File: src/common/psup_consts.svh
// Purpose: Offsets, field positions, reset values and timing counts of the protection supervisor
// Assumes: 20 MHz system clock
// Notes: Offsets are byte addresses of aligned 32-bit words
`ifndef PSUP_CONSTS_SVH
`define PSUP_CONSTS_SVH
`define PSUP_CLK_HZ 20000000
`define PSUP_A_CTRL 8'h00
`define PSUP_A_STATUS 8'h04
`define PSUP_A_RECORD 8'h08
`define PSUP_A_STARTUP 8'h0c
`define PSUP_A_OPP1 8'h10
`define PSUP_A_OPP2 8'h14
`define PSUP_A_RESTART 8'h18
`define PSUP_A_FLR 8'h1c
`define PSUP_A_CFG 8'h20
`define PSUP_A_CUST 8'h24
`define PSUP_A_MEMCMD 8'h28
`define PSUP_A_MEMDATA 8'h2c
`define PSUP_CFG_DEFAULT 32'h0000_0000
`define PSUP_CFG_OPP1_EN 0
`define PSUP_CFG_OPP2_EN 1
`define PSUP_CFG_MODE_LO 2
`define PSUP_CFG_LOW_START 4
`define PSUP_CFG_RDLOCK 5
`define PSUP_CFG_WRLOCK 6
`define PSUP_CFG_BO_EN 7
`define PSUP_CFG_OVPB_EN 8
`define PSUP_CFG_CNT_LO 12
`define PSUP_STARTUP_DEF 32'h0010_0000
`define PSUP_OPP1_DEF 32'h0004_0000
`define PSUP_OPP2_DEF 32'h0010_0000
`define PSUP_RESTART_DEF 32'h0020_0000
`define PSUP_FLR_DEF 32'h0002_0000
`define PSUP_CUST_DEF 32'h0000_0000
`define PSUP_CMD_READ 2'h1
`define PSUP_CMD_WRITE 2'h2
`define PSUP_CMD_DEFAULT 2'h3
`define PSUP_CLEAR_SECONDS 65
`define PSUP_RAMP_STEP 8'h01
`endif

File: src/common/psup_pkg.sv
// Purpose: Types of the protection supervisor
// Assumes: Nothing beyond the constants header
// Notes: States are one-hot
package psup_pkg;
	typedef enum logic [4:0] {
		PSUP_IDLE = 5'b00001,
		PSUP_PFC_START = 5'b00010,
		PSUP_LLC_START = 5'b00100,
		PSUP_RUN = 5'b01000,
		PSUP_PROT = 5'b10000
	} psup_state_type;
	typedef enum logic [1:0] {
		PSUP_LATCHED = 2'h0,
		PSUP_SAFE = 2'h1,
		PSUP_LATCH_AFTER = 2'h2
	} psup_resp_type;
	typedef struct packed {
		logic boost_start;
		logic boost_detect;
		logic boost_ovp_warn;
		logic in_reg;
		logic over_max;
		logic over_opp1;
		logic over_opp2;
		logic otp_warn;
		logic brownout;
		logic bo_stop_warn;
		logic hard_fault;
	} psup_sense_type;
endpackage

File: src/core/psup_supervisor.sv
// Purpose: Start-up sequencing, timed overpower, protection responses, power good, config locks
// Assumes: Sense inputs are asynchronous comparator levels; chip supply UVLO drives RESET_N_I
// Notes: Registers over classic Wishbone, one wait state per access
// Functional notes
// - PFC first, LLC after boost start level
// - Start-up timeout protects with overpower response
// - Above maximum power limit per cycle
// - First overpower timer stops both, protects
// - Second overpower timer likewise, separately disableable
// - Response latched, safe restart, or latch-after
// - Latched waits for fast reset or UVLO
// - One shared safe restart delay
// - Repeat counter counts triggers, latches at limit
// - Repeat counter clears after 65 quiet seconds
// - Long brownout restarts, even from latched
// - Feedback pin high, low once running
// - Warnings raise the feedback pin level
// - Warning level changes follow a ramp
// - Hard faults pull pin high instantly
// - Protection record sticky until software clears
// - Start threshold selectable 12 V or 19 V
// - Low start threshold disables drain charging
// - Read lock hides memory; default clears
// - Write lock refuses config, customer code and memory writes; default clears
// - Default load restores every parameter except customer code, unlocks
// - Customer code always readable
//
// Decided for this implementation: the register addresses and the Wishbone register port.
`include "psup_consts.svh"
`timescale 1ns/1ns
`default_nettype none
module psup_supervisor #(
	parameter int unsigned CLEAR_CYCLES = `PSUP_CLEAR_SECONDS * `PSUP_CLK_HZ,
	parameter int unsigned MEM_WORDS = 16
) (
	// Clock and reset
	input wire logic CLK_SYS_I,
	input wire logic RESET_N_I,
	// Wishbone slave
	input wire logic WB_CYC_I,
	input wire logic WB_STB_I,
	input wire logic WB_WE_I,
	input wire logic [7:0] WB_ADR_I,
	input wire logic [3:0] WB_SEL_I,
	input wire logic [31:0] WB_DAT_I,
	output logic [31:0] WB_DAT_O,
	output logic WB_ACK_O,
	// Analog comparator levels
	input wire psup_pkg::psup_sense_type SENSE_I,
	// Converter control
	output logic PFC_EN_O,
	output logic LLC_EN_O,
	output logic POWER_LIMIT_O,
	output logic START_LEVEL_LOW_O,
	output logic DRAIN_CHARGE_EN_O,
	// Feedback sense pin level, 0 low to ff high
	output logic [7:0] FB_LEVEL_O
);
	psup_pkg::psup_sense_type s_meta_ff, s_ff;
	psup_pkg::psup_state_type state_ff, nxt_state;
	logic [31:0] cfg_ff, nxt_cfg, startup_ff, nxt_startup, opp1_ff, nxt_opp1;
	logic [31:0] opp2_ff, nxt_opp2, restart_ff, nxt_restart, flr_ff, nxt_flr;
	logic [31:0] cust_ff, nxt_cust, tmr_ff, nxt_tmr, t1_ff, nxt_t1, t2_ff, nxt_t2;
	logic [31:0] bo_ff, nxt_bo, quiet_ff, nxt_quiet, rd_ff, nxt_rd;
	logic [3:0] rep_ff, nxt_rep;
	logic [3:0] rec_ff, nxt_rec;
	logic latched_ff, nxt_latched, ack_ff, nxt_ack;
	logic [7:0] fb_ff, nxt_fb;
	logic [3:0] maddr_ff, nxt_maddr;
	logic [31:0] mem_ff [MEM_WORDS];
	logic wr_denied_ff, nxt_wr_denied;
	logic access, wr, trig, warn;
	logic [3:0] trig_src;

	function automatic logic [31:0] merge(input logic [31:0] old, input logic [31:0] d,
		input logic [3:0] sel);
		logic [31:0] r;
		r = old;
		for (int i = 0; i < 4; i++) begin
			if (sel[i]) begin
				r[8*i +: 8] = d[8*i +: 8];
			end
		end
		return r;
	endfunction

	assign access = WB_CYC_I && WB_STB_I && !ack_ff;
	assign wr = access && WB_WE_I;

	always_comb begin
		nxt_state = state_ff;
		nxt_tmr = tmr_ff;
		nxt_t1 = t1_ff;
		nxt_t2 = t2_ff;
		nxt_bo = bo_ff;
		nxt_quiet = quiet_ff;
		nxt_rep = rep_ff;
		nxt_latched = latched_ff;
		nxt_rec = rec_ff;
		trig = 1'b0;
		trig_src = 4'h0;
		// Overpower timers run only in the run state
		if (state_ff == psup_pkg::PSUP_RUN && cfg_ff[`PSUP_CFG_OPP1_EN] && s_ff.over_opp1) begin
			nxt_t1 = t1_ff + 32'h1;
		end else begin
			nxt_t1 = 32'h0;
		end
		if (state_ff == psup_pkg::PSUP_RUN && cfg_ff[`PSUP_CFG_OPP2_EN] && s_ff.over_opp2) begin
			nxt_t2 = t2_ff + 32'h1;
		end else begin
			nxt_t2 = 32'h0;
		end
		unique case (state_ff)
			psup_pkg::PSUP_IDLE: begin
				nxt_tmr = 32'h0;
				nxt_state = psup_pkg::PSUP_PFC_START;
			end
			psup_pkg::PSUP_PFC_START, psup_pkg::PSUP_LLC_START: begin
				nxt_tmr = tmr_ff + 32'h1;
				if (state_ff == psup_pkg::PSUP_PFC_START && s_ff.boost_start) begin
					nxt_state = psup_pkg::PSUP_LLC_START;
				end
				if (state_ff == psup_pkg::PSUP_LLC_START && s_ff.in_reg) begin
					nxt_state = psup_pkg::PSUP_RUN;
				end else if (tmr_ff >= startup_ff) begin
					trig = 1'b1;
					trig_src = 4'h1;
				end
			end
			psup_pkg::PSUP_RUN: begin
				if (t1_ff >= opp1_ff && cfg_ff[`PSUP_CFG_OPP1_EN]) begin
					trig = 1'b1;
					trig_src = 4'h2;
				end else if (t2_ff >= opp2_ff && cfg_ff[`PSUP_CFG_OPP2_EN]) begin
					trig = 1'b1;
					trig_src = 4'h4;
				end
			end
			psup_pkg::PSUP_PROT: begin
				nxt_tmr = tmr_ff + 32'h1;
				if (!latched_ff && tmr_ff >= restart_ff) begin
					nxt_state = psup_pkg::PSUP_IDLE;
				end
			end
		endcase
		if (state_ff != psup_pkg::PSUP_IDLE && s_ff.hard_fault) begin
			trig = 1'b1;
			trig_src = 4'h8;
		end
		// Fast latch reset counts brownout time in any state
		nxt_bo = s_ff.brownout ? bo_ff + 32'h1 : 32'h0;
		if (state_ff == psup_pkg::PSUP_PROT && bo_ff >= flr_ff) begin
			nxt_latched = 1'b0;
			nxt_state = psup_pkg::PSUP_IDLE;
			nxt_bo = 32'h0;
		end
		nxt_quiet = (quiet_ff < CLEAR_CYCLES) ? quiet_ff + 32'h1 : quiet_ff;
		if (quiet_ff >= CLEAR_CYCLES) begin
			nxt_rep = 4'h0;
		end
		if (wr && WB_ADR_I == `PSUP_A_RECORD) begin
			nxt_rec = rec_ff & ~WB_DAT_I[3:0];
		end
		if (trig && state_ff != psup_pkg::PSUP_PROT) begin
			nxt_state = psup_pkg::PSUP_PROT;
			nxt_tmr = 32'h0;
			nxt_quiet = 32'h0;
			nxt_rec = nxt_rec | trig_src;
			unique case (psup_pkg::psup_resp_type'(cfg_ff[`PSUP_CFG_MODE_LO +: 2]))
				psup_pkg::PSUP_LATCHED: nxt_latched = 1'b1;
				psup_pkg::PSUP_SAFE: nxt_latched = 1'b0;
				psup_pkg::PSUP_LATCH_AFTER: begin
					nxt_rep = rep_ff + 4'h1;
					nxt_latched = (rep_ff + 4'h1) >= cfg_ff[`PSUP_CFG_CNT_LO +: 4];
				end
				default: nxt_latched = 1'b1;
			endcase
		end
	end

	// Power good level and warning ramp
	always_comb begin
		warn = !s_ff.boost_detect || (t1_ff >= (opp1_ff >> 1) && t1_ff != 32'h0)
			|| s_ff.otp_warn || (s_ff.boost_ovp_warn && cfg_ff[`PSUP_CFG_OVPB_EN])
			|| (s_ff.bo_stop_warn && cfg_ff[`PSUP_CFG_BO_EN]);
		if (state_ff != psup_pkg::PSUP_RUN) begin
			nxt_fb = 8'hff;
		end else if (warn && fb_ff != 8'hff) begin
			nxt_fb = fb_ff + `PSUP_RAMP_STEP;
		end else if (!warn && fb_ff != 8'h00) begin
			nxt_fb = fb_ff - `PSUP_RAMP_STEP;
		end else begin
			nxt_fb = fb_ff;
		end
	end

	// Register writes and config memory
	always_comb begin
		nxt_ack = access;
		nxt_cfg = cfg_ff;
		nxt_startup = startup_ff;
		nxt_opp1 = opp1_ff;
		nxt_opp2 = opp2_ff;
		nxt_restart = restart_ff;
		nxt_flr = flr_ff;
		nxt_cust = cust_ff;
		nxt_maddr = maddr_ff;
		nxt_wr_denied = wr_denied_ff;
		nxt_rd = rd_ff;
		if (wr) begin
			unique case (WB_ADR_I)
				`PSUP_A_CFG: begin
					if (!cfg_ff[`PSUP_CFG_WRLOCK]) begin
						nxt_cfg = merge(cfg_ff, WB_DAT_I, WB_SEL_I);
					end
				end
				`PSUP_A_STARTUP: nxt_startup = merge(startup_ff, WB_DAT_I, WB_SEL_I);
				`PSUP_A_OPP1: nxt_opp1 = merge(opp1_ff, WB_DAT_I, WB_SEL_I);
				`PSUP_A_OPP2: nxt_opp2 = merge(opp2_ff, WB_DAT_I, WB_SEL_I);
				`PSUP_A_RESTART: nxt_restart = merge(restart_ff, WB_DAT_I, WB_SEL_I);
				`PSUP_A_FLR: nxt_flr = merge(flr_ff, WB_DAT_I, WB_SEL_I);
				`PSUP_A_CUST: begin
					if (!cfg_ff[`PSUP_CFG_WRLOCK]) begin
						nxt_cust = merge(cust_ff, WB_DAT_I, WB_SEL_I);
					end
				end
				`PSUP_A_MEMCMD: begin
					nxt_maddr = WB_DAT_I[11:8];
					nxt_wr_denied = 1'b0;
					if (WB_DAT_I[1:0] == `PSUP_CMD_DEFAULT) begin
						nxt_cfg = `PSUP_CFG_DEFAULT;
						nxt_startup = `PSUP_STARTUP_DEF;
						nxt_opp1 = `PSUP_OPP1_DEF;
						nxt_opp2 = `PSUP_OPP2_DEF;
						nxt_restart = `PSUP_RESTART_DEF;
						nxt_flr = `PSUP_FLR_DEF;
					end else if (WB_DAT_I[1:0] == `PSUP_CMD_WRITE && cfg_ff[`PSUP_CFG_WRLOCK]) begin
						nxt_wr_denied = 1'b1;
					end else if (WB_DAT_I[1:0] == `PSUP_CMD_READ) begin
						nxt_rd = cfg_ff[`PSUP_CFG_RDLOCK] ? 32'h0 : mem_ff[WB_DAT_I[11:8]];
					end
				end
				default: ;
			endcase
		end
	end

	always_ff @(posedge CLK_SYS_I or negedge RESET_N_I) begin
		if (!RESET_N_I) begin
			for (int i = 0; i < MEM_WORDS; i++) begin
				mem_ff[i] <= 32'h0;
			end
		end else if (wr && WB_ADR_I == `PSUP_A_MEMDATA && !cfg_ff[`PSUP_CFG_WRLOCK]) begin
			mem_ff[maddr_ff] <= merge(mem_ff[maddr_ff], WB_DAT_I, WB_SEL_I);
		end else if (wr && WB_ADR_I == `PSUP_A_MEMCMD && WB_DAT_I[1:0] == `PSUP_CMD_DEFAULT) begin
			for (int i = 0; i < MEM_WORDS; i++) begin
				mem_ff[i] <= 32'h0;
			end
		end
	end

	always_ff @(posedge CLK_SYS_I or negedge RESET_N_I) begin
		if (!RESET_N_I) begin
			s_meta_ff <= '0;
			s_ff <= '0;
			state_ff <= psup_pkg::PSUP_IDLE;
			tmr_ff <= 32'h0;
			t1_ff <= 32'h0;
			t2_ff <= 32'h0;
			bo_ff <= 32'h0;
			quiet_ff <= 32'h0;
			rep_ff <= 4'h0;
			latched_ff <= 1'b0;
			rec_ff <= 4'h0;
			fb_ff <= 8'hff;
			ack_ff <= 1'b0;
			cfg_ff <= `PSUP_CFG_DEFAULT;
			startup_ff <= `PSUP_STARTUP_DEF;
			opp1_ff <= `PSUP_OPP1_DEF;
			opp2_ff <= `PSUP_OPP2_DEF;
			restart_ff <= `PSUP_RESTART_DEF;
			flr_ff <= `PSUP_FLR_DEF;
			cust_ff <= `PSUP_CUST_DEF;
			maddr_ff <= 4'h0;
			wr_denied_ff <= 1'b0;
			rd_ff <= 32'h0;
		end else begin
			s_meta_ff <= SENSE_I;
			s_ff <= s_meta_ff;
			state_ff <= nxt_state;
			tmr_ff <= nxt_tmr;
			t1_ff <= nxt_t1;
			t2_ff <= nxt_t2;
			bo_ff <= nxt_bo;
			quiet_ff <= nxt_quiet;
			rep_ff <= nxt_rep;
			latched_ff <= nxt_latched;
			rec_ff <= nxt_rec;
			fb_ff <= nxt_fb;
			ack_ff <= nxt_ack;
			cfg_ff <= nxt_cfg;
			startup_ff <= nxt_startup;
			opp1_ff <= nxt_opp1;
			opp2_ff <= nxt_opp2;
			restart_ff <= nxt_restart;
			flr_ff <= nxt_flr;
			cust_ff <= nxt_cust;
			maddr_ff <= nxt_maddr;
			wr_denied_ff <= nxt_wr_denied;
			rd_ff <= nxt_rd;
		end
	end

	// Read mux; timer settings hidden under read lock, config and customer code never
	always_comb begin
		unique case (WB_ADR_I)
			`PSUP_A_CTRL: WB_DAT_O = {27'h0, state_ff};
			`PSUP_A_STATUS: WB_DAT_O = {19'h0, wr_denied_ff, 2'h0, rep_ff, latched_ff,
				fb_ff[7:0] != 8'h00, LLC_EN_O, PFC_EN_O, rec_ff != 4'h0, 1'b0};
			`PSUP_A_RECORD: WB_DAT_O = {28'h0, rec_ff};
			`PSUP_A_CFG: WB_DAT_O = cfg_ff;
			`PSUP_A_STARTUP: WB_DAT_O = cfg_ff[`PSUP_CFG_RDLOCK] ? 32'h0 : startup_ff;
			`PSUP_A_OPP1: WB_DAT_O = cfg_ff[`PSUP_CFG_RDLOCK] ? 32'h0 : opp1_ff;
			`PSUP_A_OPP2: WB_DAT_O = cfg_ff[`PSUP_CFG_RDLOCK] ? 32'h0 : opp2_ff;
			`PSUP_A_RESTART: WB_DAT_O = cfg_ff[`PSUP_CFG_RDLOCK] ? 32'h0 : restart_ff;
			`PSUP_A_FLR: WB_DAT_O = cfg_ff[`PSUP_CFG_RDLOCK] ? 32'h0 : flr_ff;
			`PSUP_A_CUST: WB_DAT_O = cust_ff;
			`PSUP_A_MEMDATA: WB_DAT_O = rd_ff;
			default: WB_DAT_O = 32'h0;
		endcase
	end

	assign WB_ACK_O = ack_ff;
	assign PFC_EN_O = (state_ff != psup_pkg::PSUP_IDLE) && (state_ff != psup_pkg::PSUP_PROT);
	assign LLC_EN_O = (state_ff == psup_pkg::PSUP_LLC_START) || (state_ff == psup_pkg::PSUP_RUN);
	assign POWER_LIMIT_O = LLC_EN_O && s_ff.over_max;
	assign START_LEVEL_LOW_O = cfg_ff[`PSUP_CFG_LOW_START];
	assign DRAIN_CHARGE_EN_O = !cfg_ff[`PSUP_CFG_LOW_START];
	assign FB_LEVEL_O = fb_ff;
endmodule
`default_nettype wire

File: config.mk
export PLATFORM = sky130hd
export DESIGN_NAME = psup_supervisor
export DESIGN_NICKNAME = d
export VERILOG_FILES = /design/src/common/psup_pkg.sv /design/src/core/psup_supervisor.sv
export VERILOG_INCLUDE_DIRS = /design/src /design/src/common
export SDC_FILE = /design/constraint.sdc
export NUM_CORES = 2
export LEC_CHECK = 0
export BUFFER_PORTS_ARGS = -buffer_cell sky130_fd_sc_hd__clkbuf_2
export CORE_MARGIN = 5
export CORE_UTILIZATION = 55
export CTS_CLUSTER_SIZE = 24
export DETAILED_ROUTE_END_ITERATION = 16
export PLACE_DENSITY_LB_ADDON = 0.3
export SLEW_MARGIN = 20
export SYNTH_ARGS = -nofsm -noshare
export SYNTH_HDL_FRONTEND = slang
export SYNTH_SLANG_ARGS = --single-unit
File: constraint.sdc
create_clock -name CLK_SYS_I -period 6.2 [get_ports CLK_SYS_I]
set_input_delay 0.62 -clock CLK_SYS_I [delete_from_list [all_inputs] [get_ports CLK_SYS_I]]
set_output_delay 0.62 -clock CLK_SYS_I [all_outputs]
set_load 0.01 [all_outputs]
# Yosys cells after proc, flatten, opt, wreduce, memory -nomap -nowiden
# Cells that the tools add are included.
[totals] wordCells=334 inputBits=60 ff_bits=978
[classes] eq_ne=53 addsub=8 n_lt_le_gt_ge=12 n_mux=82 bitwise_logic=8 n_reduce_logical=90
[ops] op="two-way mux 512 bit" count=2
[ops] op="two-way mux 32 bit" count=24
[ops] op="bitwise mux 512 bit" count=1
[ops] op="one-hot mux 32 bit (2 select lines)" count=7
[ops] op="one-hot mux 32 bit (11 select lines)" count=1
[ops] op="binary-select mux 32 bit (select 4 bit)" count=2
[ops] op="adder 32 x 1 -> 32 bit, second input constant" count=5
[ops] op="greater-or-equal comparator 32 bit" count=5
[ops] op="demux 32 bit (select 4 bit)" count=1
[ops] op="two-way mux 8 bit" count=16
[ops] op="AND reduction 4 bit" count=24
[ops] op="!= test 2 bit, second input constant" count=26
[ops] op="== test 8 x 5 -> 1 bit, second input constant" count=4
[ops] op="== test 8 x 6 -> 1 bit, second input constant" count=4
[ops] op="greater-or-equal comparator 32 x 31 -> 1 bit" count=1
[ops] op="greater-or-equal comparator 32 x 31 -> 1 bit, second input constant" count=1
[ops] op="less-than comparator 32 x 31 -> 1 bit, second input constant" count=1
[ops] op="nonzero test 32 bit" count=1
[ops] op="logical AND 1 bit" count=29
[ops] op="two-way mux 5 bit" count=5
[ops] op="AND reduction 5 bit" count=5
[ops] op="two-way mux 4 bit" count=6
[ops] op="nonzero test 2 bit" count=9
[ops] op="== test 8 x 4 -> 1 bit, second input constant" count=2
[ops] op="other kinds (40)" count=71

# Longest topological paths before layout
[depth] depth_word=11 depth_mapped=19 mapped_depth_nobuf=18

# Worst setup path before layout
# No wires, ideal clock.
[synth_timing] path_type="reg2reg" startpoint="reg opp1_ff[18]" endpoint="reg fb_ff[7] (netlist: FB_LEVEL_O[7])" path_buffers=1 period_less_slack_ns=3.928 setup_ns=0.066 path_stages_with_launch=19 setup_slack_ns=2.272 required_ns=6.134 arrival_time_ns=3.862 path_cell_list="dfstp_2 inv_1 ha_1 a21o_1 a211oi_1 o21ai_0 a21o_1 a2111oi_0 or3_1 clkbuf_1 nand2b_1 ha_1 a21o_1 a21oi_1 o21bai_1 a21oi_1 o21ai_0 or3_1 nand4_1"
[synth_via] elab_chain_len=9
[synth_rtl] item="start, declared" line="psup_supervisor.sv:61" text="logic [31:0] cfg_ff, nxt_cfg, startup_ff, nxt_startup, opp1_ff, nxt_opp1;"
[synth_rtl] item="start signal, assigned" line="psup_supervisor.sv:279" text="opp1_ff <= `PSUP_OPP1_DEF;"
[synth_rtl] item="start signal, assigned" line="psup_supervisor.sv:303" text="opp1_ff <= nxt_opp1;"
[synth_rtl] item="greater-or-equal comparator 32 x 31 -> 1 bit *" line="psup_supervisor.sv:183" text="warn = !s_ff.boost_detect || (t1_ff >= (opp1_ff >> 1) && t1_ff != 32'h0)"
[synth_rtl] item="logical AND 1 bit *" line="psup_supervisor.sv:183"
[synth_rtl] item="logical OR 1 bit *" line="psup_supervisor.sv:183"
[synth_rtl] item="logical OR 1 bit *" line="psup_supervisor.sv:184" text="|| s_ff.otp_warn || (s_ff.boost_ovp_warn && cfg_ff[`PSUP_CFG_OVPB_EN])"
[synth_rtl] item="logical OR 1 bit * (2 in a row)" line="psup_supervisor.sv:183"
[synth_rtl] item="logical AND 1 bit or logical NOT 1 bit (tied branches)" line="psup_supervisor.sv:188, psup_supervisor.sv:190"
[synth_rtl] item="two-way mux 8 bit or logical AND 1 bit (tied branches)" line="psup_supervisor.sv:188, psup_supervisor.sv:190"
[synth_rtl] item="two-way mux 8 bit or nonzero test 3 bit (tied branches)"
[synth_rtl] item="end signal, assigned" line="psup_supervisor.sv:299" text="fb_ff <= nxt_fb;"
[synth_rtl] item="end, declared" line="psup_supervisor.sv:68" text="logic [7:0] fb_ff, nxt_fb;"
# Every way passes the cells marked *; elsewhere a longest branch is shown, timed or not.
# A chain may end at the register's enable or synchronous reset.

# Final worst setup path
[layout_timing] startpoint="reg t1_ff[30]" endpoint="reg fb_ff[7] (netlist: FB_LEVEL_O[7])"
[layout_via] elab_chain_len=9
[layout_rtl] item="start, declared" line="psup_supervisor.sv:63" text="logic [31:0] cust_ff, nxt_cust, tmr_ff, nxt_tmr, t1_ff, nxt_t1, t2_ff, nxt_t2;"
[layout_rtl] item="start signal, assigned" line="psup_supervisor.sv:292" text="t1_ff <= nxt_t1;"
[layout_rtl] item="greater-or-equal comparator 32 x 31 -> 1 bit or nonzero test 32 bit (tied branches)" line="psup_supervisor.sv:183"
[layout_rtl] item="logical AND 1 bit *" line="psup_supervisor.sv:183"
[layout_rtl] item="logical OR 1 bit *" line="psup_supervisor.sv:183"
[layout_rtl] item="logical OR 1 bit *" line="psup_supervisor.sv:184"
[layout_rtl] item="logical OR 1 bit * (2 in a row)" line="psup_supervisor.sv:183"
[layout_rtl] item="logical AND 1 bit or logical NOT 1 bit (tied branches)" line="psup_supervisor.sv:188, psup_supervisor.sv:190"
[layout_rtl] item="two-way mux 8 bit or logical AND 1 bit (tied branches)" line="psup_supervisor.sv:188, psup_supervisor.sv:190"
[layout_rtl] item="two-way mux 8 bit or nonzero test 3 bit (tied branches)"
# Marks and branches as above.

==> summary.md <==
| Metric | Value |
|---|---|
| Synth Register Bits | 978 |
| Cell Area, Synth | 53000 um2 |
| CP Capture Type | flop |
| Placer Congestion | 0.917 |
| CTS Root Buffer Type | clkbuf_16 |
| Critical path required time | 6.81 ns |
| Row cnt | 113 |
| Fin nets | 5129 |
| Peak VDD IR | 0.246 mV |
| Crit Reg-Reg Endpoint | FB_LEVEL_O[7]$_DFFE_PN1P_ |
| GRT overflow | 0 |
| Syn Inst Count | 4959 |
| 1st-pass router iterations | 9 |
| Yosys cell types | 79 |
| Worst skew pair latency | 0.69 ns |
| R2r startpoint | t1_ff[30]$_DFF_PN0_ |
| RSZ-0062 raised after global routing | false |
| Final critical-path share of the clock period | 75.5% |
| Synth warn | 0 |
| Residual DRC count | 0 |
| Syn_area_per_cell | 10.7 um2 |
| Sequential standard cell area | 24500 um2 |
| Crit path max fanout | 9 |
| Number of global-route vias before repair | 40218 |
| GRT busiest layer | met2 |
| GRT met1 Usage | 40.0% |
| CTS clock-pin slew for the worst setup and hold paths | 0.06 ns |
| Critical path type | reg -> reg |
| Clk_skew | 0.0298 ns |
| Number of port buffers | 105 |
| Slew margin rel. | 23.1% |
| Max-cap violations | 0 |
| Minimum clock period | 4.68 ns |
| Area of the multi-input gates | 26400 um2 |
| Cts repair resizes | 0 |
| P per Cell Area | 248 nW/um2 |
| Commonest register cell after synthesis | dfrtp_1 |
| CTS tree | built |
| Final Max Tran Viols | 0 |
| Vias post-DR | 40875 |
| Hold Path Sink | s_meta_ff[8]$_DFF_PN0_ |
| GR Layer Usage met2 | 45.9% |
| Status | complete, no violations |
| Syn Nets | 5230 |
| CP arrival | 5.29 ns |
| Hold Path Depth | 1 |
| Routed WL | 151 mm |
| FMAX | 0.214 GHz |
| Vias per cell | 6.58 |
| Most frequent cells in the layout | 961 x dfrtp_1, 727 x o21ai_0, 642 x nand3_1, 376 x nand2_1, 320 x mux4_2 |
| WL per Instance | 24.3 um |
| Largest net degree at the start of global routing | 167 |
| Die Ht | 320 um |
| CTS H-Tree Depth | 3 |
| Hold_sp | SENSE_I[8] |
| Initial Util | 55.6% |
| Layout cells sized above 1 | 17.1% |
| Slew at the pin closest to its max-slew limit | 1.12 ns |
| R2R cell count | 16 |
| Initial DRC Count | 5235 |
| Leak Pwr | 0.0255 uW |
| Post-synth EDFFs | 0 |
| DRT antenna net count | 0 |
| Die W | 320 um |
| Max Root-Sink Buffers | 3 |
| # clock sinks | 978 |
| Core ar. | 95300 um2 |
| Critical Path Start Type | flop |
| Met3 GRT Util | 6.30% |
| Die area | 103000 um2 |
| I/O pin total | 106 |
| Tot Pwr | 14400 uW |
| Worst Hold Class | in -> reg |
| Post-DP HPWL | 98.9 mm |
| Total GRT Usage | 29.2% |
| Final setup fails | 0 |
| Most common cell after layout, fill and taps aside | dfrtp_1 |
| Ys async rst share | 100% |
| Area growth, synth to finish | 9.50% |
| TritonCTS Buffers | 102 |
| Hold Vio Cnt, Final | 0 |
| Antenna violations before repair | 1 |
| R2R setup slack | 1.52 ns |
| First-pass GRT wire length | 236 mm |
| Setup TNS | 0 ns |
| Sequential area share after synthesis | 46.2% |
| Fillers | 7580 |
[worst max-delay path, cell delays in order (launching register included)]
cell       delay (ns)
dfrtp_1          0.51
ha_1             0.36
nand2_1          0.15
nor3_1           0.53
a211oi_1         0.16
o211ai_1         0.15
a2111oi_0        0.10
or3_1            0.52
nand2b_1         0.39
ha_1             0.37
a21o_1           0.17
a21oi_1          0.22
o21bai_1         0.09
a21oi_1          0.21
o21ai_0          0.21
or3_1            0.35
nand4_1          0.11
[state kept, by name (all words and copies together) (netlist names), 4 cells and up]
| register | count |
|---|---|
| opp2_ff | 32 |
| startup_ff | 32 |
| cfg_ff | 32 |
| bo_ff | 32 |
| t2_ff | 32 |
| maddr_ff | 4 |
| opp1_ff | 32 |
| tmr_ff | 32 |
| FB_LEVEL_O | 8 |
| state_ff | 5 |
| rep_ff | 4 |
| quiet_ff | 32 |
| flr_ff | 32 |
| rec_ff | 4 |
| cust_ff | 32 |
| s_ff | 11 |
| restart_ff | 32 |
| mem_ff | 512 |
| t1_ff | 32 |
| rd_ff | 32 |
| s_meta_ff | 11 |
[metrics by stage]
stage	util [%]	hold slack [ns]	instances	worst slack, ns	area, um2
finish	60.9	0.0404	6211	1.52	58000
global route	60.9	0.0204	6209	1.36	58000
CTS	60.8	0.00687	6208	1.60	57900
detailed placement	57.0	0.337	6017	1.36	54300
global placement	57.0	0.337	6017	1.69	54300
floorplan	-	0.324	4959	2.27	53000
[per-layer routing]
layer | share of wire (%) | vias up
met5 | 0 | -
met4 | 4.5 | 0
met3 | 9.5 | 356
met2 | 46 | 1898
met1 | 40 | 20580
li1 | - | 18041
[power breakdown]
group	switching, uW	total, uW	internal, uW
clock network	2710	6600	3890
logic	884	1220	336
registers	107	6580	6470
total	3700	14400	10700
[cell families (layout without fill, tap and decap cells)]
| logic type | Yosys count | after routing | synth area share (%) |
|---|---|---|---|
| xor+xnor | 123 | 123 | 2.03 |
| simple gates | 1540 | 1540 | 14.0 |
| flops | 978 | 978 | 46.2 |
| mux | 419 | 419 | 15.9 |
| other cells | 0 | 2 | 0 |
| fa+ha+maj | 211 | 211 | 5.00 |
| buf+inv | 576 | 561 | 4.39 |
| compound gates | 1112 | 1112 | 12.5 |
[cells in the mapped netlist, types with 13 or more instances]
library cell  instances  area share [%]
and2_1               43            0.51
nand2_1             388             2.7
mux4_2              320              14
inv_1               193             1.4
a22o_1               43            0.71
nor2_1              209             1.5
dfrtp_1             964              46
clkbuf_1            281             2.0
o21ai_0             728             6.9
and3_1               66            0.78
a21oi_1             108             1.0
o311ai_2             17            0.52
nor2b_1              18            0.21
o21ai_1              26            0.25
a21o_1               34            0.48
mux2i_1              26            0.49
nand3_1             646             6.1
dfstp_2              14            0.69
a22oi_1              31            0.44
nor3_1               31            0.29
nor4_1               16            0.19
buf_1                21            0.15
xnor2_1              36            0.60
mux2_2               61             1.3
or3_1                13            0.15
nand4_1              48            0.57
ha_1                210             5.0
xor2_1               87             1.4
buf_2                49            0.46
a222oi_1             57             1.1
[how the worst max path moves through the flow]
stage | startpoint | endpoint | slack, ns | depth (start not counted)
after floorplan | opp1_ff[18]$_DFFE_PN1P_ | FB_LEVEL_O[7]$_DFFE_PN1P_ | 2.27 | 18
after global placement | t1_ff[30]$_DFF_PN0_ | FB_LEVEL_O[7]$_DFFE_PN1P_ | 1.69 | 16
after detailed placement | WB_ADR_I[7] | mem_ff[341]$_DFFE_PN0P_ | 1.36 | 9
after CTS | t1_ff[30]$_DFF_PN0_ | FB_LEVEL_O[7]$_DFFE_PN1P_ | 1.60 | 16
after global routing | t1_ff[30]$_DFF_PN0_ | FB_LEVEL_O[7]$_DFFE_PN1P_ | 1.36 | 17
final | t1_ff[30]$_DFF_PN0_ | FB_LEVEL_O[7]$_DFFE_PN1P_ | 1.52 | 16
[layout make-up]
| type | instances | area share [%] |
|---|---|---|
| tap | 1265 | 2.73 |
| sequential | 978 | 42.2 |
| multi-input combinational | 3405 | 45.5 |
| antenna | 2 | 0.00863 |
| inverter | 197 | 1.27 |
| clock inverter | 48 | 1.17 |
| timing repair buffer | 174 | 2.07 |
| clock buffer | 142 | 5.04 |
[timing repair]
item / 4_1_cts / 5_1_grt
hold endpoints to repair: 44 / 0
buffers inserted: 0 / 0
hold buffers: 1 / 0
Power figures use the tool's default switching activity.
